--- config.mk ---
export PLATFORM = sky130hd
export DESIGN_NAME = pin_config_and_gpio_regs
export DESIGN_NICKNAME = d
export VERILOG_FILES = /design/src/hw/pin_cfg_pkg.sv /design/src/hw/pin_config_and_gpio_regs.sv /design/src/hw/io_line.sv
export SDC_FILE = /design/constraint.sdc
export NUM_CORES = 1
export LEC_CHECK = 0
export CAP_MARGIN = 25
export CORE_ASPECT_RATIO = 1.1
export CORE_MARGIN = 10
export CORE_UTILIZATION = 30
export DETAILED_ROUTE_END_ITERATION = 8
export DONT_BUFFER_PORTS = 1
export MAX_ROUTING_LAYER = met4
export PLACE_DENSITY = 0.55
export SYNTH_ARGS = -nofsm -noshare
export SYNTH_HDL_FRONTEND = slang
export SYNTH_HIERARCHICAL = 1
export SYNTH_SLANG_ARGS = --single-unit
--- constraint.sdc ---
create_clock -name clock -period 4.09 [get_ports clock]
set_clock_uncertainty 0.05 [all_clocks]
set_input_delay 0.818 -clock clock [delete_from_list [all_inputs] [get_ports clock]]
set_output_delay 0.818 -clock clock [all_outputs]
set_load 0.02 [all_outputs]
--- src/hw/pin_cfg_pkg.sv ---
// constants for the pin configuration and io line register group
package pin_cfg_pkg;
  // ****************************************
  // register offsets
  // ****************************************
  localparam logic [7:0] ADDR_MFR_TEST_ONE = 8'h7e;
  localparam logic [7:0] ADDR_MFR_TEST_TWO = 8'h7f;
  localparam logic [7:0] ADDR_IO_LINE_CFG  = 8'h80;
  localparam logic [7:0] ADDR_PIN_OT_CFG   = 8'h7d;
  // ****************************************
  // reset values
  // ****************************************
  localparam logic [7:0] RST_PIN_OT_CFG  = 8'h00;
  localparam logic [7:0] RST_IO_LINE_CFG = 8'h00;
  localparam logic [7:0] RST_MFR_TEST    = 8'h00;
  // ****************************************
  // pin and overtemp config fields
  // ****************************************
  localparam int FLD_FUNC_LO    = 0;
  localparam int FLD_OT_DISABLE = 2;
  localparam int FLD_OT_POLICY  = 3;
  localparam int FLD_BYPASS_LO  = 4;
  // ****************************************
  // io line config fields
  // ****************************************
  localparam int FLD_TWO_DATA = 2;
  localparam int FLD_ONE_DATA = 3;
  localparam int FLD_TWO_POL  = 4;
  localparam int FLD_ONE_POL  = 5;
  localparam int FLD_TWO_DIR  = 6;
  localparam int FLD_ONE_DIR  = 7;
  localparam logic [7:0] IO_WRITE_MASK = 8'hfc;
  // ****************************************
  // shared pin function codes
  // ****************************************
  localparam logic [1:0] FUNC_TACH     = 2'h0;
  localparam logic [1:0] FUNC_OVERTEMP = 2'h1;
  localparam logic [1:0] FUNC_ALERT    = 2'h2;
  // ****************************************
  // limit codes that switch a channel off, full fan duty, channel and fan counts
  // ****************************************
  localparam logic [7:0] LIMIT_OFF_OFFSET64 = 8'h00; // -64 degrees
  localparam logic [7:0] LIMIT_OFF_TWOS     = 8'h80; // -128 degrees
  localparam logic [7:0] DUTY_FULL          = 8'hff;
  localparam int NUM_CHAN = 4;
  localparam int NUM_FANS = 3;
endpackage

--- src/hw/pin_config_and_gpio_regs.sv ---
// pin function, overtemp policy, attenuator bypass and io line registers
`timescale 1ns/1ps
`default_nettype none
module pin_config_and_gpio_regs
  import pin_cfg_pkg::*;
(
  input  wire logic        clock,          // 25 MHz system clock
  input  wire logic        sys_rst,        // sync reset, active high
  input  wire logic [7:0]  reg_addr,       // register pointer
  input  wire logic [7:0]  reg_wdata,      // write data
  input  wire logic        reg_wr,         // write strobe
  input  wire logic        reg_rd,         // read strobe
  output logic      [7:0]  reg_rdata,      // read data, held
  input  wire logic        reg_lock,       // pin config register write lock, io line config writes not locked
  input  wire logic        temperature_format_select, // 1 temperature_format_select
  input  wire logic [3:0]  chan_over,      // channel over its limit
  input  wire logic [31:0] chan_limit,     // limits, channel 0 low
  input  wire logic        alert_req,      // alert request, high
  input  wire logic [23:0] fan_max_speed,  // fan maximum, fan 0 low
  input  wire logic        shared_pin_in,  // shared pin level
  output logic             shared_pin_out, // shared pin drive level
  output logic             shared_pin_oe_n,// low while driving
  output logic             fan_tach_input_four, // tach from pin
  output logic             overtemp_active,// overtemp in force
  output logic             fan_force_en,   // override fan duty
  output logic      [23:0] fan_force_duty, // forced duty per fan
  output logic      [3:0]  attenuator_bypass, // bypass per channel
  input  wire logic        io_line_one_in, // line one pin level
  output logic             io_line_one_out,// line one drive
  output logic             io_line_one_oe_n, // line one enable
  input  wire logic        io_line_two_in, // line two pin level
  output logic             io_line_two_out,// line two drive
  output logic             io_line_two_oe_n  // line two enable
);
  // ****************************************
  // state
  // ****************************************
  typedef struct packed {
    logic [7:0]  pin_cfg;
    logic [7:0]  io_cfg;
    logic [7:0]  rdata;
    logic        ot;
    logic        tach;
    logic        pout;
    logic        poe_n;
    logic        force_en;
    logic [23:0] duty;
  } regs_s;
  regs_s st_q, st_d;

  logic       one_rd;
  logic       two_rd;
  logic [3:0] chan_live;
  logic [7:0] io_view;

  // a limit at the floor code means the channel is switched off
  function automatic logic chan_off(input logic [7:0] lim,
                                    input logic       twos);
    chan_off = twos ? (lim == LIMIT_OFF_TWOS)
                    : (lim == LIMIT_OFF_OFFSET64);
  endfunction

  function automatic logic hit(input logic [7:0] a, input logic [7:0] b);
    hit = (a == b);
  endfunction

  // per channel enable after the floor check
  always_comb begin
    for (int i = 0; i < NUM_CHAN; i++) begin
      chan_live[i] = chan_over[i] &&
        !chan_off(chan_limit[i*8 +: 8], temperature_format_select);
    end
  end

  // io config as read: reserved low bits zero, data bits per line
  always_comb begin
    io_view               = st_q.io_cfg & IO_WRITE_MASK;
    io_view[FLD_ONE_DATA] = one_rd;
    io_view[FLD_TWO_DATA] = two_rd;
  end

  // ****************************************
  // next state
  // ****************************************
  always_comb begin
    st_d = st_q;
    // pin config frozen while the lock input is high
    if (reg_wr && hit(reg_addr, ADDR_PIN_OT_CFG) && !reg_lock) begin
      st_d.pin_cfg = reg_wdata;
    end
    // reserved bits never stored
    if (reg_wr && hit(reg_addr, ADDR_IO_LINE_CFG)) begin
      st_d.io_cfg = reg_wdata & IO_WRITE_MASK;
    end
    // test registers take no writes and read zero
    if (reg_rd) begin
      if (hit(reg_addr, ADDR_PIN_OT_CFG)) begin
        st_d.rdata = st_q.pin_cfg;
      end else if (hit(reg_addr, ADDR_IO_LINE_CFG)) begin
        st_d.rdata = io_view;
      end else begin
        st_d.rdata = RST_MFR_TEST;
      end
    end
    // overtemp summary, global disable wins
    st_d.ot = |chan_live && !st_q.pin_cfg[FLD_OT_DISABLE];
    // fan override follows overtemp and policy
    st_d.force_en = st_q.ot;
    for (int f = 0; f < NUM_FANS; f++) begin
      st_d.duty[f*8 +: 8] = st_q.pin_cfg[FLD_OT_POLICY]
                          ? fan_max_speed[f*8 +: 8]
                          : DUTY_FULL;
    end
    // shared pin routing, open drain active low when driving
    st_d.tach  = 1'b0;
    st_d.pout  = 1'b0;
    st_d.poe_n = 1'b1;
    case (st_q.pin_cfg[FLD_FUNC_LO +: 2])
      FUNC_TACH: begin
        st_d.tach = shared_pin_in;
      end
      FUNC_OVERTEMP: begin
        st_d.poe_n = !st_q.ot;
      end
      FUNC_ALERT: begin
        st_d.poe_n = !alert_req;
      end
      default: begin
        st_d.poe_n = 1'b1;
      end
    endcase
    if (sys_rst) begin
      st_d = '{pin_cfg: RST_PIN_OT_CFG, io_cfg: RST_IO_LINE_CFG,
               rdata: RST_MFR_TEST, ot: 1'b0, tach: 1'b0,
               pout: 1'b0, poe_n: 1'b1, force_en: 1'b0,
               duty: '0};
    end
  end

  always_ff @(posedge clock) begin
    st_q <= st_d;
  end

  // ****************************************
  // io lines
  // ****************************************
  io_line u_line_one (
    .clock    (clock),
    .sys_rst  (sys_rst),
    .data_bit (st_q.io_cfg[FLD_ONE_DATA]),
    .pol_bit  (st_q.io_cfg[FLD_ONE_POL]),
    .dir_bit  (st_q.io_cfg[FLD_ONE_DIR]),
    .pin_in   (io_line_one_in),
    .pin_out  (io_line_one_out),
    .pin_oe_n (io_line_one_oe_n),
    .read_bit (one_rd)
  );
  io_line u_line_two (
    .clock    (clock),
    .sys_rst  (sys_rst),
    .data_bit (st_q.io_cfg[FLD_TWO_DATA]),
    .pol_bit  (st_q.io_cfg[FLD_TWO_POL]),
    .dir_bit  (st_q.io_cfg[FLD_TWO_DIR]),
    .pin_in   (io_line_two_in),
    .pin_out  (io_line_two_out),
    .pin_oe_n (io_line_two_oe_n),
    .read_bit (two_rd)
  );

  // outputs straight from the state register
  assign reg_rdata           = st_q.rdata;
  assign shared_pin_out      = st_q.pout;
  assign shared_pin_oe_n     = st_q.poe_n;
  assign fan_tach_input_four = st_q.tach;
  assign overtemp_active     = st_q.ot;
  assign fan_force_en        = st_q.force_en;
  assign fan_force_duty      = st_q.duty;
  assign attenuator_bypass   = st_q.pin_cfg[FLD_BYPASS_LO +: 4];
endmodule
`default_nettype wire

--- src/hw/io_line.sv ---
// one general purpose io line: pin drive and level capture
`timescale 1ns/1ps
`default_nettype none
module io_line
  import pin_cfg_pkg::*;
(
  input  wire logic clock,    // system clock
  input  wire logic sys_rst,  // sync reset, active high
  input  wire logic data_bit, // stored data bit
  input  wire logic pol_bit,  // 1 active high, 0 active low
  input  wire logic dir_bit,  // 1 input, 0 output
  input  wire logic pin_in,   // pin level
  output logic      pin_out,  // pin drive level
  output logic      pin_oe_n, // low while driving
  output logic      read_bit  // value seen in the data bit
);
  typedef struct packed {
    logic out;
    logic oe_n;
    logic lvl;
  } line_s;
  line_s st_q, st_d;

  // drive level follows polarity, pin level captured every cycle
  always_comb begin
    st_d      = st_q;
    st_d.out  = pol_bit ? data_bit : ~data_bit;
    st_d.oe_n = dir_bit;
    st_d.lvl  = pin_in;
    if (sys_rst) begin
      st_d = '{out: 1'b0, oe_n: 1'b1, lvl: 1'b0};
    end
  end

  always_ff @(posedge clock) begin
    st_q <= st_d;
  end

  assign pin_out  = st_q.out;
  assign pin_oe_n = st_q.oe_n;
  // input lines report the pin, output lines the stored bit
  assign read_bit = dir_bit ? st_q.lvl : data_bit;
endmodule
`default_nettype wire

==> flow_summary.toml <==
[cts]
cts_max_path_buffers = 2
cts_tree = "done"
cts-root-buf = "clkbuf_8"
numCtsBuffers = 5
postCtsSetupBuffers = 0
htree_levels = 2
cts_resized = 0
cts_num_sinks = 56
clk_pin_slew_worst_paths_ps = 100
clock_latency_ps = 310
hold_buffers = 0

[setup_path]
worstPathRequired_ps = 4250
crit_fanout = 12
start_kind = "primary input"
worst_setup_path_end_kind = "flip-flop"
crit_type = "primary input to flip-flop"
arrival_ps = 2140

[detailed_routing]
wire_per_inst_um = 19.6
drt_first_iter_violations = 33
first_pass_iters = 4
ant_nets = 0
vias = 1758
vias_per_cell = 5.04
drt-total-wl_um = 6840
drc = 0

[timing]
slew_headroom_pct = 30.3
period_share_pct = 48.3
fin_ws_ps = 2120
setup_viol = 0
tightest_slew_ps = 1040
hold_violations = 0
rsz0062_at_grt = "no"
fin_crit_ps = 1970
report.final.slew_viol_count = 0
fmax_mhz = 507
tns_ps = 0

[global_route]
grt_overflow_total = 0
grt_pass1_vias = 1887
antenna_found_initial = 0
gr-usage-all-layers_pct = 10.5
grt_pass1_wl_um = 10500
grt_max_degree = 57

[synth]
ys_top_cells_by_area = "dfxtp_1 43%, buf_4 11%, a21oi_1 7.7%"
ys_seq_area_share_pct = 43.2
ys_ff_latch = 56
syn-num-nets = 379
synth_area_mm2 = 0.00260
synth_enable_flop_cells = 0
yosysTopAreaCell = "dfxtp_1"
synth_top_area_share_pct = 43.2
synth_flop_cell = "dfxtp_1"
yosys-top-cells-count = "56 x dfxtp_1, 40 x a21oi_1, 37 x buf_4"
yosysMostFrequentCell = "dfxtp_1"
yosys_warnings = 6
synthDistinctLibCells = 36
syn_area_per_cell_um2 = 8.95
netlist_instances = 290
synthArstFlopShare_pct = 0

[layout]
multiInputGateArea_um2 = 930
n_antenna_cell = 0
final_util_pct = 28.9
syn_to_final_growth_pct = -6.51
fillers = 899
final_cells = 349
fin_nets = 326
layout-drive-gt1-share_pct = 5.88
ff_latch_area_mm2 = 0.00112

[hold_path]
hold_path.class = "flip-flop to flip-flop"

[power_and_ir_drop]
p_leak_nw = 0.904
vdd_ir_drop_max_v = 0.000160
finalPower_mw = 1.03
p_per_area_mw_per_mm2 = 423

[die]
core_area_mm2 = 0.00841
pin_count = 131
rows = 35
start_util_pct = 30.9
die_area_mm2 = 0.0128
die_y_um = 118
die_w_um = 109

[outcome]
status = "finished clean"

[place]
place_inst = 341
hpwl_um = 5280
port_buffers = 0
gp_congestion = 0.781
dp_slack_ps = 1830

[flow_run]
max-cap-violations = 0
final cells by class:
type                    instances  share of cell area [%]
clock buffers                   6                    3.40
inverters                      31                    4.79
flip-flops and latches         56                    46.2
clock inverters                 2                    1.60
well taps                     111                    5.72
multi-input cells             143                    38.3
per-layer routing:
metal,wire length [um],vias to the layer above,GRT usage [%]
li1,-,856,-
met5,0,-,-
met1,2660,828,11.1
met4,99,0,3.55
met2,3400,67,17.2
met3,691,7,4.22
stage by stage:
step           hold WS, ps  cell area [um2]
3_3_place_gp           435             2310
2_1_floorplan          396             2600
4_1_cts                454             2430
5_1_grt                485             2430
6_report               448             2430
3_5_place_dp           438             2310
path summary, 6_finish.rpt:
kind | to | from | slack [ps] | cells after the start
worst max register to register | reg_rdata[3] | st_q[48] | 2500 | 2
worst min register to register | st_q[47] | st_q[47] | 450 | 2
worst max-delay path | reg_rdata[3] | reg_addr[2] | 2120 | 3
worst min-delay path | st_q[47] | st_q[47] | 450 | 2
logic make-up (layout without fill, tap and decap cells):
logic type / count (synthesis) / after routing / share of synthesized area, %
compound gates: 65 / 65 / 15.2
mux: 2 / 2 / 1.16
buf+inv: 91 / 39 / 21.0
xor+xnor: 6 / 6 / 2.02
other cells: 1 / 1 / 0.144
flops: 56 / 56 / 43.2
simple gates: 66 / 66 / 15.9
fa+ha+maj: 3 / 3 / 1.45
state kept, by name, summed over array words and instances (netlist names):
register and flops:
u_line_one/st_q 1, shared_pin_oe_n 1, fan_force_duty 24, fan_tach_input_four 1, overtemp_active 1, u_line_two/pin_out 1, u_line_one/pin_oe_n 1, fan_force_en 1
st_q 6, io_view 4, u_line_one/pin_out 1, u_line_two/st_q 1, reg_rdata 8, u_line_two/pin_oe_n 1, attenuator_bypass 4
critical path: stages:
cell	delay, ps
nor4_2	880
nand3_1	160
a311oi_1	290
layout by cell type (no fill, tap or decap), drive strengths merged, types with 3 or more instances in the layout:
master	Yosys	final
dfxtp	56	56
a21oi	40	40
inv	31	31
nand4	17	17
o31ai	14	14
nand3	12	12
nor2	9	9
a311oi	6	6
clkbuf	10	6
nand2b	5	5
nor4	5	5
xnor2	4	4
nor3	4	4
a31oi	4	4
ha	3	3
power by group:
part	internal (mW)	total (mW)	switching, mW
Sequential	0.566	0.601	0.0354
Clock	0.201	0.386	0.185
Combinational	0.0188	0.0407	0.0220
Power figures use the tool's default switching activity.
